**src/eag_consts.svh**
```systemverilog
/*
 Named offsets, codes, field positions and reset values of the
 effective address generator.
 Assumes inclusion by bare name from every design file that needs it.
*/
`ifndef EAG_CONSTS_SVH
`define EAG_CONSTS_SVH

// --------------------------------------------------------------
// Register offsets (byte addresses on APB)
// --------------------------------------------------------------
`define EAG_OFF_CFG      8'h00
`define EAG_OFF_INSN     8'h04
`define EAG_OFF_DISP     8'h08
`define EAG_OFF_RESULT   8'h0C
`define EAG_OFF_LINEAR   8'h10
`define EAG_OFF_STATUS   8'h14
`define EAG_OFF_OPERAND  8'h18
`define EAG_WIN_GPR      3'h1
`define EAG_WIN_SEG      3'h2

// --------------------------------------------------------------
// Configuration bits and reset values
// --------------------------------------------------------------
`define EAG_CFG_REAL     0
`define EAG_CFG_DBIT     1
`define EAG_CFG_RST      2'h1
`define EAG_WORD_RST     32'h0000_0000
`define EAG_SEL_RST      16'h0000

// --------------------------------------------------------------
// General register codes
// --------------------------------------------------------------
`define EAG_GPR_BASE     3'h3
`define EAG_GPR_SP       3'h4
`define EAG_GPR_FP       3'h5
`define EAG_GPR_SI       3'h6
`define EAG_GPR_DI       3'h7

// --------------------------------------------------------------
// Segment register codes
// --------------------------------------------------------------
`define EAG_SEG_EXTRA    3'h0
`define EAG_SEG_CODE     3'h1
`define EAG_SEG_STACK    3'h2
`define EAG_SEG_DATA     3'h3
`define EAG_SEG_LAST     3'h5

// --------------------------------------------------------------
// Displacement sizes and limits
// --------------------------------------------------------------
`define EAG_DISP_NONE    2'h0
`define EAG_DISP_8       2'h1
`define EAG_DISP_FULL    2'h2
`define EAG_REAL_LIMIT   32'h0000_FFFF
`define EAG_SEG_SHIFT    4

`endif

```
**src/eag_pkg.sv**
```systemverilog
/*
 Types of the effective address generator: modes, reference kinds,
 states and the packed carriers of instruction, status and result.
 Assumes the constants header is compiled alongside.
*/
package eag_pkg;

    typedef enum logic [1:0] {
        EAG_MODE_REG = 2'b00,
        EAG_MODE_IMM = 2'b01,
        EAG_MODE_MEM = 2'b10,
        EAG_MODE_BAD = 2'b11
    } eag_mode_t;

    typedef enum logic [2:0] {
        EAG_REF_FETCH  = 3'b000,
        EAG_REF_PUSH   = 3'b001,
        EAG_REF_POP    = 3'b010,
        EAG_REF_STRDST = 3'b011,
        EAG_REF_DATA   = 3'b100
    } eag_ref_t;

    typedef enum logic [1:0] {
        EAG_ST_IDLE  = 2'b00,
        EAG_ST_CALC  = 2'b01,
        EAG_ST_EXTRA = 2'b10
    } eag_state_t;

    typedef struct packed {
        logic [4:0] pad;
        logic       op_pfx;
        logic       ad_pfx;
        eag_mode_t  mode;
        eag_ref_t   kind;
        logic       ovr_en;
        logic [2:0] ovr_seg;
        logic       base_en;
        logic [2:0] base_sel;
        logic       idx_en;
        logic [2:0] idx_sel;
        logic [1:0] scale;
        logic [1:0] disp_sz;
        logic       wide;
        logic [2:0] reg_sel;
    } eag_insn_t;

    typedef struct packed {
        logic [31:0] offset;
        logic [31:0] linear;
        logic [31:0] operand;
        logic [2:0]  seg;
        logic        gp_fault;
        logic        bad_form;
        logic        op32;
        logic        addr32;
    } eag_result_t;

    typedef struct packed {
        logic [22:0] pad;
        logic        busy;
        logic        done;
        logic        gp_fault;
        logic        bad_form;
        logic        addr32;
        logic        op32;
        logic [2:0]  seg;
    } eag_status_t;

endpackage

```
**src/eag_top.sv**
```systemverilog
/*
 Effective address generator: resolves register, immediate and memory
 operands, sizes, segment choice and real mode linear address.
 Assumes an APB master in the CLK domain feeds instruction fields.
*/
// Contract
// RL1: Register mode reads one general register at 8, 16 or 32 bits.
// RL2: Immediate mode takes the operand from the instruction bytes.
// RL3: Memory address adds any subset of base, scaled index, displacement.
// RL4: Seven memory combinations are served; an empty one is flagged.
// RL5: 32-bit addressing scales the index by 1, 2, 4 or 8.
// RL6: 32-bit base is any register; index is any but the stack pointer.
// RL7: 32-bit displacement is absent, 8 bits or 32 bits.
// RL8: 16-bit form allows limited base and index, no scale, 16-bit disp.
// RL9: Only base plus index together costs one extra clock.
// RL10: Default sizes follow the code segment size bit: 0 16, 1 32.
// RL11: Real mode defaults both sizes to 16 bits.
// RL12: Each size prefix inverts its default for one instruction.
// RL13: Real mode offset above 0FFFFH raises a protection fault.
// RL14: Fetches use code segment; pushes use stack segment, no override.
// RL15: Pops and returns always use the stack segment.
// RL16: String destination always uses the extra segment.
// RL17: Other data defaults by base register; an override may replace it.
// RL18: Signed values are two's complement at every width.
// RL19: Real mode linear address is selector shifted four plus offset.
// RL20: The effective address is cut to the active address size.
`timescale 1ns/1ns
`include "eag_consts.svh"

module eag_top #(
    parameter int APB_AW  = 8,
    parameter int NUM_GPR = 8,
    parameter int NUM_SEG = 6
) (
    // Clock and reset
    input  wire logic              CLK,
    input  wire logic              RST,
    // APB slave
    input  wire logic              PSEL,
    input  wire logic              PENABLE,
    input  wire logic              PWRITE,
    input  wire logic [APB_AW-1:0] PADDR,
    input  wire logic [31:0]       PWDATA,
    output logic      [31:0]       PRDATA,
    output logic                   PREADY,
    output logic                   PSLVERR,
    // Result to segmentation unit
    output logic      [31:0]       OFFSET,
    output logic      [31:0]       LINEAR,
    output logic      [31:0]       OPERAND,
    output logic      [2:0]        SEG_SEL,
    output logic                   GP_FAULT,
    output logic                   FORM_ERR,
    output logic                   OP_SIZE32,
    output logic                   ADDR_SIZE32,
    output logic                   RES_VALID
);
    import eag_pkg::*;

    // --------------------------------------------------------------
    // Elaboration checks
    // --------------------------------------------------------------
    generate
        if (APB_AW < 8) begin : g_bad_aw
            $error("APB address must be at least 8 bits");
        end
        if (NUM_GPR != 8) begin : g_bad_gpr
            $error("Exactly eight general registers are decoded");
        end
        if (NUM_SEG != 6) begin : g_bad_seg
            $error("Exactly six segment registers are decoded");
        end
    endgenerate

    // --------------------------------------------------------------
    // State
    // --------------------------------------------------------------
    logic [1:0]        cfg_reg;
    eag_insn_t         insn_reg;
    logic [31:0]       disp_reg;
    logic [31:0]       gpr_reg [NUM_GPR];
    logic [15:0]       seg_reg [NUM_SEG];
    eag_state_t        state_reg;
    eag_state_t        state_next;
    logic [31:0]       part_reg;
    eag_result_t       res_reg;
    eag_result_t       res_next;
    logic              done_reg;
    logic              valid_reg;
    logic [31:0]       prdata_reg;
    logic              pready_reg;
    logic              pslverr_reg;

    // --------------------------------------------------------------
    // APB decode
    // --------------------------------------------------------------
    logic [7:0]        addr;
    logic              acc_phase;
    logic              wr_fire;
    logic              busy;
    logic              hit_cfg;
    logic              hit_insn;
    logic              hit_disp;
    logic              hit_ro;
    logic              hit_gpr;
    logic              hit_seg;
    logic              mapped;
    logic              refuse;
    logic [2:0]        win_idx;
    logic              start;

    assign addr      = PADDR[7:0];
    assign acc_phase = PSEL & PENABLE & ~pready_reg;
    assign wr_fire   = PSEL & PENABLE & pready_reg & PWRITE & ~pslverr_reg;
    assign busy      = (state_reg != EAG_ST_IDLE);
    assign win_idx   = addr[4:2];
    assign hit_cfg   = (addr == `EAG_OFF_CFG);
    assign hit_insn  = (addr == `EAG_OFF_INSN);
    assign hit_disp  = (addr == `EAG_OFF_DISP);
    assign hit_ro    = (addr == `EAG_OFF_RESULT) |
                       (addr == `EAG_OFF_LINEAR) |
                       (addr == `EAG_OFF_STATUS) |
                       (addr == `EAG_OFF_OPERAND);
    assign hit_gpr   = (addr[7:5] == `EAG_WIN_GPR) & (addr[1:0] == 2'h0);
    assign hit_seg   = (addr[7:5] == `EAG_WIN_SEG) & (addr[1:0] == 2'h0) &
                       (win_idx <= `EAG_SEG_LAST);
    assign mapped    = hit_cfg | hit_insn | hit_disp | hit_ro |
                       hit_gpr | hit_seg;
    assign refuse    = ~mapped | (PWRITE & busy);
    assign start     = wr_fire & hit_insn;

    // --------------------------------------------------------------
    // Sizes
    // --------------------------------------------------------------
    logic              real_mode;
    logic              def32;
    logic              op32;
    logic              addr32;

    assign real_mode = cfg_reg[`EAG_CFG_REAL];
    assign def32     = ~real_mode & cfg_reg[`EAG_CFG_DBIT]; // [RL10] [RL11]
    assign op32      = def32 ^ insn_reg.op_pfx;             // [RL12]
    assign addr32    = def32 ^ insn_reg.ad_pfx;             // [RL12]

    // --------------------------------------------------------------
    // Address terms
    // --------------------------------------------------------------
    logic [NUM_GPR*32-1:0] gpr_flat;
    logic [31:0]       base_term;
    logic [31:0]       idx_val;
    logic [31:0]       idx_term;
    logic [31:0]       disp_ext;
    logic [31:0]       part_sum;
    logic [31:0]       sum_src;
    logic [31:0]       ea_full;
    logic [31:0]       offset;
    logic              two_part;
    logic              is_mem;

    genvar gi;
    generate
        for (gi = 0; gi < NUM_GPR; gi++) begin : g_flat
            assign gpr_flat[gi*32 +: 32] = gpr_reg[gi];
        end
    endgenerate

    assign is_mem    = (insn_reg.mode == EAG_MODE_MEM);
    assign base_term = insn_reg.base_en ? gpr_reg[insn_reg.base_sel]
                                        : `EAG_WORD_RST;          // [RL3]
    assign idx_val   = gpr_reg[insn_reg.idx_sel];
    assign idx_term  = !insn_reg.idx_en ? `EAG_WORD_RST :
                       addr32 ? idx_val << insn_reg.scale         // [RL5]
                              : idx_val;                          // [RL8]
    assign disp_ext  =
        (insn_reg.disp_sz == `EAG_DISP_8)    ?
            {{24{disp_reg[7]}}, disp_reg[7:0]} :                  // [RL18]
        (insn_reg.disp_sz == `EAG_DISP_FULL) ?
            (addr32 ? disp_reg                                    // [RL7]
                    : {{16{disp_reg[15]}}, disp_reg[15:0]}) :     // [RL8]
            `EAG_WORD_RST;
    assign two_part  = insn_reg.base_en & insn_reg.idx_en;
    assign part_sum  = base_term + idx_term;                      // [RL3]
    assign sum_src   = (state_reg == EAG_ST_EXTRA) ? part_reg : part_sum;
    assign ea_full   = sum_src + disp_ext;                        // [RL3]
    assign offset    = addr32 ? ea_full
                              : {16'h0, ea_full[15:0]};           // [RL20]

    // --------------------------------------------------------------
    // Form checks
    // --------------------------------------------------------------
    logic              bad16;
    logic              bad32;
    logic              empty_mem;
    logic              bad_disp;
    logic              bad_kind;
    logic              bad_form;

    assign bad16     = ~addr32 & (
        (insn_reg.base_en & (insn_reg.base_sel != `EAG_GPR_BASE) &
                            (insn_reg.base_sel != `EAG_GPR_FP)) |
        (insn_reg.idx_en  & (insn_reg.idx_sel  != `EAG_GPR_SI) &
                            (insn_reg.idx_sel  != `EAG_GPR_DI)));  // [RL8]
    assign bad32     = addr32 & insn_reg.idx_en &
                       (insn_reg.idx_sel == `EAG_GPR_SP);          // [RL6]
    assign empty_mem = ~insn_reg.base_en & ~insn_reg.idx_en &
                       (insn_reg.disp_sz == `EAG_DISP_NONE);       // [RL4]
    assign bad_disp  = (insn_reg.disp_sz > `EAG_DISP_FULL);        // [RL7]
    assign bad_form  = (insn_reg.mode == EAG_MODE_BAD) |
                       (is_mem & (bad16 | bad32 | empty_mem |
                                  bad_disp | bad_kind));           // [RL4]

    // --------------------------------------------------------------
    // Segment choice and operand value
    // --------------------------------------------------------------
    logic [2:0]        seg_pick;
    logic [31:0]       reg_val;
    logic [31:0]       imm_val;
    logic [31:0]       seg_base;
    logic [31:0]       linear;
    logic              gp_fault;

    eag_seg_pick u_seg_pick (
        .kind     (insn_reg.kind),
        .ovr_en   (insn_reg.ovr_en),
        .ovr_seg  (insn_reg.ovr_seg),
        .base_en  (insn_reg.base_en),
        .base_sel (insn_reg.base_sel),
        .seg      (seg_pick),
        .bad_kind (bad_kind)
    );

    eag_reg_read #(
        .NUM_GPR (NUM_GPR)
    ) u_reg_read (
        .gpr_flat (gpr_flat),
        .sel      (insn_reg.reg_sel),
        .wide     (insn_reg.wide),
        .op32     (op32),
        .value    (reg_val)                                        // [RL1]
    );

    assign imm_val  = !insn_reg.wide ? {24'h0, disp_reg[7:0]} :
                      op32 ? disp_reg : {16'h0, disp_reg[15:0]};   // [RL2]
    assign seg_base = 32'(seg_reg[seg_pick]) << `EAG_SEG_SHIFT;
    assign linear   = real_mode ? seg_base + offset : offset;      // [RL19]
    assign gp_fault = is_mem & real_mode &
                      (offset > `EAG_REAL_LIMIT);                  // [RL13]

    always_comb begin
        res_next          = res_reg;
        res_next.offset   = offset;
        res_next.linear   = linear;
        res_next.seg      = seg_pick;
        res_next.gp_fault = gp_fault & ~bad_form;
        res_next.bad_form = bad_form;
        res_next.op32     = op32;
        res_next.addr32   = addr32;
        unique case (insn_reg.mode)
            EAG_MODE_REG: res_next.operand = reg_val;              // [RL1]
            EAG_MODE_IMM: res_next.operand = imm_val;              // [RL2]
            default:      res_next.operand = offset;
        endcase
    end

    // --------------------------------------------------------------
    // Sequencer
    // --------------------------------------------------------------
    logic              finish;

    always_comb begin
        state_next = state_reg;
        unique case (state_reg)
            EAG_ST_IDLE:  if (start) state_next = EAG_ST_CALC;
            EAG_ST_CALC:  if (is_mem & two_part & ~bad_form) begin
                state_next = EAG_ST_EXTRA;                         // [RL9]
            end else begin
                state_next = EAG_ST_IDLE;
            end
            EAG_ST_EXTRA: state_next = EAG_ST_IDLE;
            default:      state_next = EAG_ST_IDLE;
        endcase
    end

    assign finish = busy & (state_next == EAG_ST_IDLE);

    always_ff @(posedge CLK) begin
        if (RST) begin
            state_reg <= EAG_ST_IDLE;
            part_reg  <= `EAG_WORD_RST;
        end else begin
            state_reg <= state_next;
            part_reg  <= part_sum;                                 // [RL9]
        end
    end

    always_ff @(posedge CLK) begin
        if (RST) begin
            res_reg   <= '0;
            done_reg  <= 1'b0;
            valid_reg <= 1'b0;
        end else begin
            valid_reg <= finish;
            if (finish) begin
                res_reg  <= res_next;
                done_reg <= 1'b1;
            end else if (start) begin
                done_reg <= 1'b0;
            end
        end
    end

    // --------------------------------------------------------------
    // Software registers
    // --------------------------------------------------------------
    always_ff @(posedge CLK) begin
        if (RST) begin
            cfg_reg  <= `EAG_CFG_RST;
            insn_reg <= '0;
            disp_reg <= `EAG_WORD_RST;
        end else if (wr_fire) begin
            if (hit_cfg) cfg_reg <= PWDATA[1:0];
            if (hit_insn) insn_reg <= eag_insn_t'(PWDATA);
            if (hit_disp) disp_reg <= PWDATA;
        end
    end

    generate
        for (gi = 0; gi < NUM_GPR; gi++) begin : g_gpr
            always_ff @(posedge CLK) begin
                if (RST) begin
                    gpr_reg[gi] <= `EAG_WORD_RST;
                end else if (wr_fire & hit_gpr & (win_idx == gi)) begin
                    gpr_reg[gi] <= PWDATA;
                end
            end
        end
        for (gi = 0; gi < NUM_SEG; gi++) begin : g_seg
            always_ff @(posedge CLK) begin
                if (RST) begin
                    seg_reg[gi] <= `EAG_SEL_RST;
                end else if (wr_fire & hit_seg & (win_idx == gi)) begin
                    seg_reg[gi] <= PWDATA[15:0];
                end
            end
        end
    endgenerate

    // --------------------------------------------------------------
    // Read data
    // --------------------------------------------------------------
    eag_status_t       status;
    logic [31:0]       rd_data;

    assign status.pad      = '0;
    assign status.busy     = busy;
    assign status.done     = done_reg;
    assign status.gp_fault = res_reg.gp_fault;
    assign status.bad_form = res_reg.bad_form;
    assign status.addr32   = res_reg.addr32;
    assign status.op32     = res_reg.op32;
    assign status.seg      = res_reg.seg;

    assign rd_data =
        hit_cfg                      ? {30'h0, cfg_reg}     :
        hit_insn                     ? 32'(insn_reg)        :
        hit_disp                     ? disp_reg             :
        (addr == `EAG_OFF_RESULT)    ? res_reg.offset       :
        (addr == `EAG_OFF_LINEAR)    ? res_reg.linear       :
        (addr == `EAG_OFF_STATUS)    ? 32'(status)          :
        (addr == `EAG_OFF_OPERAND)   ? res_reg.operand      :
        hit_gpr                      ? gpr_reg[win_idx]     :
        hit_seg                      ? {16'h0, seg_reg[win_idx]} :
                                       `EAG_WORD_RST;

    always_ff @(posedge CLK) begin
        if (RST) begin
            prdata_reg  <= `EAG_WORD_RST;
            pready_reg  <= 1'b0;
            pslverr_reg <= 1'b0;
        end else begin
            pready_reg  <= acc_phase;
            pslverr_reg <= acc_phase & refuse;
            if (acc_phase & ~PWRITE) prdata_reg <= rd_data;
        end
    end

    // --------------------------------------------------------------
    // Outputs
    // --------------------------------------------------------------
    assign PRDATA      = prdata_reg;
    assign PREADY      = pready_reg;
    assign PSLVERR     = pslverr_reg;
    assign OFFSET      = res_reg.offset;
    assign LINEAR      = res_reg.linear;
    assign OPERAND     = res_reg.operand;
    assign SEG_SEL     = res_reg.seg;
    assign GP_FAULT    = res_reg.gp_fault;
    assign FORM_ERR    = res_reg.bad_form;
    assign OP_SIZE32   = res_reg.op32;
    assign ADDR_SIZE32 = res_reg.addr32;
    assign RES_VALID   = valid_reg;

endmodule

```
**src/eag_reg_read.sv**
```systemverilog
/*
 Register operand read: picks one general register at byte, word or
 dword width.
 Assumes the register file arrives flattened, register 0 lowest.
*/
`timescale 1ns/1ns
`include "eag_consts.svh"

module eag_reg_read #(
    parameter int NUM_GPR = 8
) (
    // Register file
    input  wire logic [NUM_GPR*32-1:0] gpr_flat,
    // Selection
    input  wire logic [2:0]            sel,
    input  wire logic                  wide,
    input  wire logic                  op32,
    // Result
    output logic      [31:0]           value
);
    import eag_pkg::*;

    logic [31:0] full_word;
    logic [31:0] byte_src;
    logic [7:0]  byte_val;

    assign full_word = gpr_flat[sel*32 +: 32];
    assign byte_src  = gpr_flat[{1'b0, sel[1:0]}*32 +: 32];
    assign byte_val  = sel[2] ? byte_src[15:8] : byte_src[7:0];
    assign value     = !wide ? {24'h0, byte_val} :
                       op32  ? full_word : {16'h0, full_word[15:0]};

endmodule

```
**src/eag_seg_pick.sv**
```systemverilog
/*
 Segment choice for one memory reference from its kind, its base
 register and any override prefix.
 Assumes the override code names one of the six segment registers.
*/
`timescale 1ns/1ns
`include "eag_consts.svh"

module eag_seg_pick (
    // Reference description
    input  wire eag_pkg::eag_ref_t kind,
    input  wire logic              ovr_en,
    input  wire logic [2:0]        ovr_seg,
    input  wire logic              base_en,
    input  wire logic [2:0]        base_sel,
    // Choice
    output logic      [2:0]        seg,
    output logic                   bad_kind
);
    import eag_pkg::*;

    logic       stack_base;
    logic [2:0] data_default;

    assign stack_base   = base_en & ((base_sel == `EAG_GPR_SP) |
                                     (base_sel == `EAG_GPR_FP));
    assign data_default = stack_base ? `EAG_SEG_STACK : `EAG_SEG_DATA;

    always_comb begin
        bad_kind = 1'b0;
        seg      = `EAG_SEG_DATA;
        unique case (kind)
            EAG_REF_FETCH:  seg = `EAG_SEG_CODE;  // [RL14]
            EAG_REF_PUSH:   seg = `EAG_SEG_STACK; // [RL14]
            EAG_REF_POP:    seg = `EAG_SEG_STACK; // [RL15]
            EAG_REF_STRDST: seg = `EAG_SEG_EXTRA; // [RL16]
            EAG_REF_DATA:   seg = ovr_en ? ovr_seg : data_default; // [RL17]
            default:        bad_kind = 1'b1;
        endcase
    end

endmodule

```
**config.mk**
```make
export PLATFORM = sky130hd
export DESIGN_NAME = eag_top
export DESIGN_NICKNAME = d
export VERILOG_FILES = /design/src/eag_pkg.sv /design/src/eag_top.sv /design/src/eag_reg_read.sv /design/src/eag_seg_pick.sv
export VERILOG_INCLUDE_DIRS = /design/src
export SDC_FILE = /design/constraint.sdc
export NUM_CORES = 2
export LEC_CHECK = 0
export BUFFER_PORTS_ARGS = -buffer_cell sky130_fd_sc_hd__buf_2
export CAP_MARGIN = 5
export CORE_UTILIZATION = 35
export CTS_BUF_LIST = sky130_fd_sc_hd__clkbuf_16
export DETAILED_ROUTE_END_ITERATION = 12
export GPL_TIMING_DRIVEN = 0
export REMOVE_ABC_BUFFERS = 1
export SLEW_MARGIN = 10
export SYNTH_ARGS = -nofsm -noshare
export SYNTH_HDL_FRONTEND = slang
export SYNTH_SLANG_ARGS = --single-unit
```
**constraint.sdc**
```tcl
create_clock -name CLK -period 19.5 [get_ports CLK]
set_input_delay 1.95 -clock CLK [delete_from_list [all_inputs] [get_ports CLK]]
set_output_delay 1.95 -clock CLK [all_outputs]
set_load 0.05 [all_outputs]
```
# ---- After elaboration in Yosys (flattened, before gate mapping)
# Memories as Yosys holds them, arrays and structs flattened. A register that Yosys moved wholly into a read port is not among the register bits.
# Index checks and enable logic that the tools add are counted.
dict set report word_totals {
  inputBits 45
  register_bits 239
  n_memories 2
  ramBits 352
  out_inout_bits 138
}
dict set report op_classes {
  n_eq_ne 33
  reduce_logical 15
  shift 3
  n_bitwise 88
  magnitude_cmp 3
  addsub 3
  muxes 95
}
# name words width rd rd_ports_with_merged_regs write_ports line
set memory_table {}
lappend memory_table {gpr_reg 8 32 11 2 8 eag_top.sv:81} ;# logic [31:0] gpr_reg [NUM_GPR];
lappend memory_table {seg_reg 6 16 2 0 6 eag_top.sv:82} ;# logic [15:0] seg_reg [NUM_SEG];
# op count
set op_table {}
lappend op_table {{32-bit two-way mux} 29}
lappend op_table {{256-bit by 8-bit variable part select with 16-bit output} 1}
lappend op_table {{256-bit by 9-bit variable part select with 32-bit output} 1}
lappend op_table {{16-bit two-way mux} 7}
lappend op_table {{32-bit adder} 2}
lappend op_table {{32-bit case mux with 2 select lines} 1}
lappend op_table {{1-bit two-way mux} 48}
lappend op_table {{1-bit bitwise AND} 47}
lappend op_table {{20-bit by 32-bit adder with 32-bit output} 1}
lappend op_table {{32-bit by 16-bit > comparator with 1-bit output, second input constant} 1}
lappend op_table {{32-bit by 2-bit << shifter with 32-bit output} 1}
lappend op_table {{1-bit OR} 30}
lappend op_table {{3-bit equality test, second input constant} 8}
lappend op_table {{8-bit by 5-bit equality test with 1-bit output, second input constant} 3}
lappend op_table {{8-bit by 4-bit equality test with 1-bit output, second input constant} 2}
lappend op_table {{3-bit by 2-bit equality test with 1-bit output, second input constant} 5}
lappend op_table {{3-bit two-way mux} 5}
lappend op_table {{3-bit case mux with 4 select lines} 1}
lappend op_table {{2-bit logical NOT} 5}
lappend op_table {{3-bit by 1-bit equality test with 1-bit output, second input constant} 3}
lappend op_table {{3-bit inequality test, second input constant} 3}
lappend op_table {{1-bit inverter} 9}
lappend op_table {{2-bit equality test, second input constant} 4}
lappend op_table {{8-bit by 3-bit equality test with 1-bit output, second input constant} 1}
lappend op_table {{14 further kinds} 22}

# ---- Longest topological paths before layout
dict set report depth {
  depth_word 18
  mapped_depth 39
  depth_no_buf 36
}

# ---- By module
# A second synthesis with hierarchy kept.
dict set report unflattened {
  hier_cells 3755
  area_unflattened_um2 38773.4
}
# mod seq_area_each_um2 n_inst area_per_inst_um2 cells_per_inst
set modules_own_cells {}
lappend modules_own_cells {eag_top 15394.8 1 36391.2 3546}
lappend modules_own_cells {eag_reg_read 0.0 1 2306.0 198}
lappend modules_own_cells {eag_seg_pick 0.0 1 76.3 11}

# ---- Least setup slack after synthesis
# OpenSTA, ideal clock, no wires.
dict set report synth_timing {
  path_type {register to register}
  from {register (tool-made name)}
  to {register res_reg (netlist bit LINEAR[30])}
  arrival_time_ns 8.685
  setup_time_ns 0.114
  stages_incl_launch_ff 35
  slack_ns 10.701
  required_time_ns 19.386
  n_path_buf 3
  cell_sequence {dfxtp_1 > clkbuf_1 > clkbuf_1 > buf_1 > mux4_2 > mux2i_1 > nand2_1 > nand2_1 > nor2_1 > o311a_1 > ha_1 > a2111oi_0 > a21oi_1 > a21o_1 > a21oi_1 > xor2_1 > o21ai_0 > ha_1 > and4_1 > and2_1 > o311ai_1 > nand3_1 > o211ai_1 > xor2_1 > nor2_1 > ha_1 > and3_1 > nand3_1 > a211oi_1 > o21bai_1 > a2111oi_0 > and3_1 > nor3b_1 > xnor2_1 > a21o_1}
}
# item line
set synth_rtl {}
lappend synth_rtl {{end signal: assignment} eag_top.sv:304} ;# res_reg <= res_next;
lappend synth_rtl {{end: declaration} eag_top.sv:86} ;# eag_result_t res_reg;

# ---- Final worst setup path
dict set report layout_timing {
  from {register cfg_reg[0]}
  to {register res_reg (netlist bit LINEAR[28])}
}
# item line
set layout_rtl {}
lappend layout_rtl {{start: declaration} eag_top.sv:78} ;# logic [1:0] cfg_reg;
lappend layout_rtl {{start signal: assignment} eag_top.sv:317} ;# cfg_reg <= `EAG_CFG_RST;
lappend layout_rtl {{start signal: assignment} eag_top.sv:321} ;# if (hit_cfg) cfg_reg <= PWDATA[1:0];
lappend layout_rtl {{1-bit inverter *} eag_top.sv:141} ;# assign def32 = ~real_mode & cfg_reg[`EAG_CFG_DBIT];
lappend layout_rtl {{1-bit bitwise AND *} eag_top.sv:141}
lappend layout_rtl {{1-bit bitwise XOR *} eag_top.sv:143} ;# assign addr32 = def32 ^ insn_reg.ad_pfx;
lappend layout_rtl {{32-bit two-way mux} eag_top.sv:172} ;# addr32 ? idx_val << insn_reg.scale
lappend layout_rtl {{32-bit two-way mux} eag_top.sv:171} ;# assign idx_term = !insn_reg.idx_en ? `EAG_WORD_RST :
lappend layout_rtl {{32-bit adder} eag_top.sv:182} ;# assign part_sum = base_term + idx_term;
lappend layout_rtl {{32-bit two-way mux} eag_top.sv:183} ;# assign sum_src = (state_reg == EAG_ST_EXTRA) ? part_reg : part_sum;
lappend layout_rtl {{32-bit adder} eag_top.sv:184} ;# assign ea_full = sum_src + disp_ext;
lappend layout_rtl {{32-bit two-way mux *} eag_top.sv:185} ;# assign offset = addr32 ? ea_full
lappend layout_rtl {{via offset[17]} eag_top.sv:156} ;# logic [31:0] offset;
lappend layout_rtl {{20-bit by 32-bit adder with 32-bit output *} eag_top.sv:245} ;# assign linear = real_mode ? seg_base + offset : offset;
lappend layout_rtl {{32-bit two-way mux *} eag_top.sv:245}
# Mark *: on every way through the listed nets, which the timed path passes. The rest lies on a longest branch.
# A chain may end at the register's enable or synchronous reset.

==> flow_metrics.env <==
export IMPL_fillers=10270
export IMPL_ys_top_cells_by_count="nand2_1 (501), and2_1 (388), edfxtp_1 (352), nor2_1 (292), a21oi_1 (288)"
export IMPL_cts_htree_levels=3
export IMPL_fin_cells=5257
export IMPL_die_h_um=332.2
export IMPL_dr_pass1_iters=6
export IMPL_crit_family="compound AO/OA/AOI/OAI gates"
export IMPL_clk_latency_ps=650
export IMPL_relSlewSlack_pct=16.18
export IMPL_drive_above_1_share_pct=19.17
export IMPL_min_to="insn_reg[31]"
export IMPL_drc=0
export IMPL_top_layer="met5"
export IMPL_worstMarginPinSlew_ps=1256
export IMPL_drtIter0Drc=3528
export IMPL_syn_inst=3761
export IMPL_routed_wl_met3_mm=14.13
export IMPL_hold_viol_final=0
export IMPL_seqPwrFrac_pct=48.5
export IMPL_antenna_found_initial=13
export IMPL_grt_remaining_overflow=0
export IMPL_cts_setup_buffers=0
export IMPL_cap_violations=0
export IMPL_yosys_cell_count_top_type="nand2_1"
export IMPL_root_buffer="clkbuf_16"
export IMPL_ctsResizeCount=0
export IMPL_min_path_type="register to register"
export IMPL_synth_top_area_share_pct=27.70
export IMPL_hp_start="insn_reg[31]"
export IMPL_comb_power_share_pct=7.2
export IMPL_swShare_pct=24.47
export IMPL_path_class="register to register"
export IMPL_coreArea_sq_um=107500
export IMPL_max_stage_delay_ps=1150
export IMPL_ios=183
export IMPL_worstPathRequired_ps=19980
export IMPL_synth_seq_cells=593
export IMPL_path_max_fanout=22
export IMPL_r2r_start="cfg_reg[0]"
export IMPL_grt_pass1_wl_mm=206.8
export IMPL_wl_per_cell_um=27.34
export IMPL_synth_ff_type="edfxtp_1"
export IMPL_routed_via_density=6.084
export IMPL_worstSetupStartpointType="register"
export IMPL_nNetsFinal=3928
export IMPL_synth_top_area_cell="edfxtp_1"
export IMPL_p_switching_uw=690.0
export IMPL_initial_core_util_pct=35.50
export IMPL_yosysUniqueCellTypes=73
export IMPL_fmax_mhz=87.93
export IMPL_r2r_end="LINEAR[28]"
export IMPL_cts_tree="built"
export IMPL_tns_ps=0
export IMPL_area_growth_pct=14.87
export IMPL_hpwl_mm=103.7
export IMPL_p_int_mw=2.129
export IMPL_largest_reg_flops=256
export IMPL_drt_wl_total_mm=143.7
export IMPL_clkSinkCount=593
export IMPL_portBuffers=182
export IMPL_cts_hold_buf=0
export IMPL_grt_usage_pct=25.44
export IMPL_dp_cells=5134
export IMPL_leakage_nw=16.05
export IMPL_critPathArrivalTime_ps=11850
export IMPL_synth_seq_area_share_pct=40.34
export IMPL_fp_row_count=120
export IMPL_met1_length_mm=55.92
export IMPL_clock_skew_ps=24.58
export IMPL_reg2regPathDepth=37
export IMPL_outcome="completed"
export IMPL_syn_area_sq_um=38160
export IMPL_async_flop_share_pct=0
export IMPL_crit_path_end_kind="register"
export IMPL_final_antenna_net_count=0
export IMPL_ir_worst_vdd_mv=0.04981
export IMPL_grt_max_degree=127
export IMPL_numCtsBuffers=67
export IMPL_cts_path_max_buffers=3
export IMPL_num_vias=31980
export IMPL_rsz0062_at_grt="no"
export IMPL_dieArea_sq_um=110400
export IMPL_hold_depth=2
export IMPL_setup_violations=0
export IMPL_clk_pin_slew_ps=60
export IMPL_r2r_slack_ps=8130
export IMPL_grt_pass1_vias=30230
export IMPL_min_period_over_period_pct=58.32
export IMPL_final_max_slew_viol_count=0
export IMPL_clock_power_share_pct=44.3
export IMPL_cellPowerDensity_nw_per_um2=64.32
export IMPL_startpoint="cfg_reg[0]"
export IMPL_critPathBufInv=4
export IMPL_synth_area_leaders="edfxtp_1 (28%), mux4_2 (16%), dfxtp_1 (13%), and2_1 (6.4%), nand2_1 (4.9%)"
export IMPL_fp_dieW_um=332.2
export IMPL_yosysWarnings=0
export IMPL_cp_slowest_cell="dfxtp_1"
export IMPL_post_synth_cell_area_avg_sq_um=10.15
export IMPL_synth_enable_flop_cells=352
export IMPL_final_min_clock_period_ps=11370
export IMPL_place_gp_congestion=0.9249
export IMPL_dr_wl_met2_mm=67.04
-- worst reg2reg max path, delay by kind of cell, from the launching register on --
| kind | cells | cell delay (ps) |
|---|---|---|
| compound gates | 14 | 3930 |
| xor+xnor | 4 | 1070 |
| fa+ha+maj | 3 | 1020 |
| buf+inv | 4 | 730 |
| flops | 1 | 1150 |
| simple gates | 12 | 3300 |
-- power by group through the flow --
stage	Clock, mW	Sequential [mW]	Combinational, mW
3_5_place_dp	0	1.39	0.198
6_report	1.25	1.37	0.203
4_1_cts	1.26	1.37	0.199
3_3_place_gp	0	1.40	0.185
5_1_grt	1.31	1.37	0.210
2_1_floorplan	0	1.40	0.0862
-- cell families (layout without fill, tap and decap cells) --
| kind of cell | count (synthesis) | after routing | synth area share, % |
|---|---|---|---|
| AND/OR/NAND/NOR | 1393 | 1393 | 17.47 |
| AO/OA/AOI/OAI | 822 | 822 | 13.42 |
| flip-flops | 593 | 593 | 40.34 |
| multiplexers | 446 | 446 | 20.75 |
| buffers and inverters | 348 | 437 | 3.485 |
| adder cells (fa/ha/maj) | 83 | 83 | 2.780 |
| XOR/XNOR | 76 | 76 | 1.744 |
| other | 0 | 4 | 0 |
-- stage by stage --
stage	worst slack, ps	util, %	instance area, sq um	hold WS [ps]	power [mW]
2_1_floorplan	8775	-	36970	427.1	1.483
3_3_place_gp	2993	36.87	39640	438.6	1.583
3_5_place_dp	8328	38.81	41720	443.2	1.592
4_1_cts	8267	40.76	43820	452.0	2.827
5_1_grt	7572	40.77	43830	480.7	2.887
6_report	8127	40.78	43840	452.4	2.820
-- layout by cell type (no fill, tap or decap), types with 33 or more instances in the layout --
cell	synthesis	layout
a211oi_1	60	60
a21oi_1	288	287
a221oi_1	49	49
a31oi_1	33	33
and2_1	388	388
buf_2	1	178
clkbuf_16	0	69
dfxtp_1	241	226
edfxtp_1	352	352
ha_1	80	80
inv_1	37	64
mux2i_1	153	153
mux4_2	269	269
nand2_1	501	496
nor2_1	292	281
nor2b_1	46	44
nor3_1	55	45
o21ai_0	186	182
xnor2_1	39	38
xor2_1	37	36
-- metal layers --
layer	up-vias	global-route usage, %
met5	-	0
met4	8	11.60
met3	345	4.916
met2	1734	41.11
met1	15870	32.89
li1	14030	-
-- final cells by class --
class	instances	area, sq um	area share (%)
Tap cell	1403	1755	4.005
Antenna cell	4	10.01	0.02283
Clock buffer	69	1727	3.939
Clock inverter	50	372.9	0.8506
Multi-Input combinational cell	2820	21800	49.72
Timing Repair Buffer	280	2591	5.911
Sequential cell	593	15440	35.22
Inverter	38	145.1	0.3311
-- how the worst max path moves through the flow --
| stage | to | slack [ps] | depth (start not counted) |
|---|---|---|---|
| CTS | LINEAR[28] | 8270 | 37 |
| detailed placement | LINEAR[28] | 8330 | 37 |
| global route | LINEAR[30] | 7570 | 37 |
| finish | LINEAR[28] | 8130 | 37 |
| global placement | LINEAR[28] | 2990 | 33 |
| floorplan | LINEAR[30] | 8770 | 33 |
(Power assumes the default switching activity.)
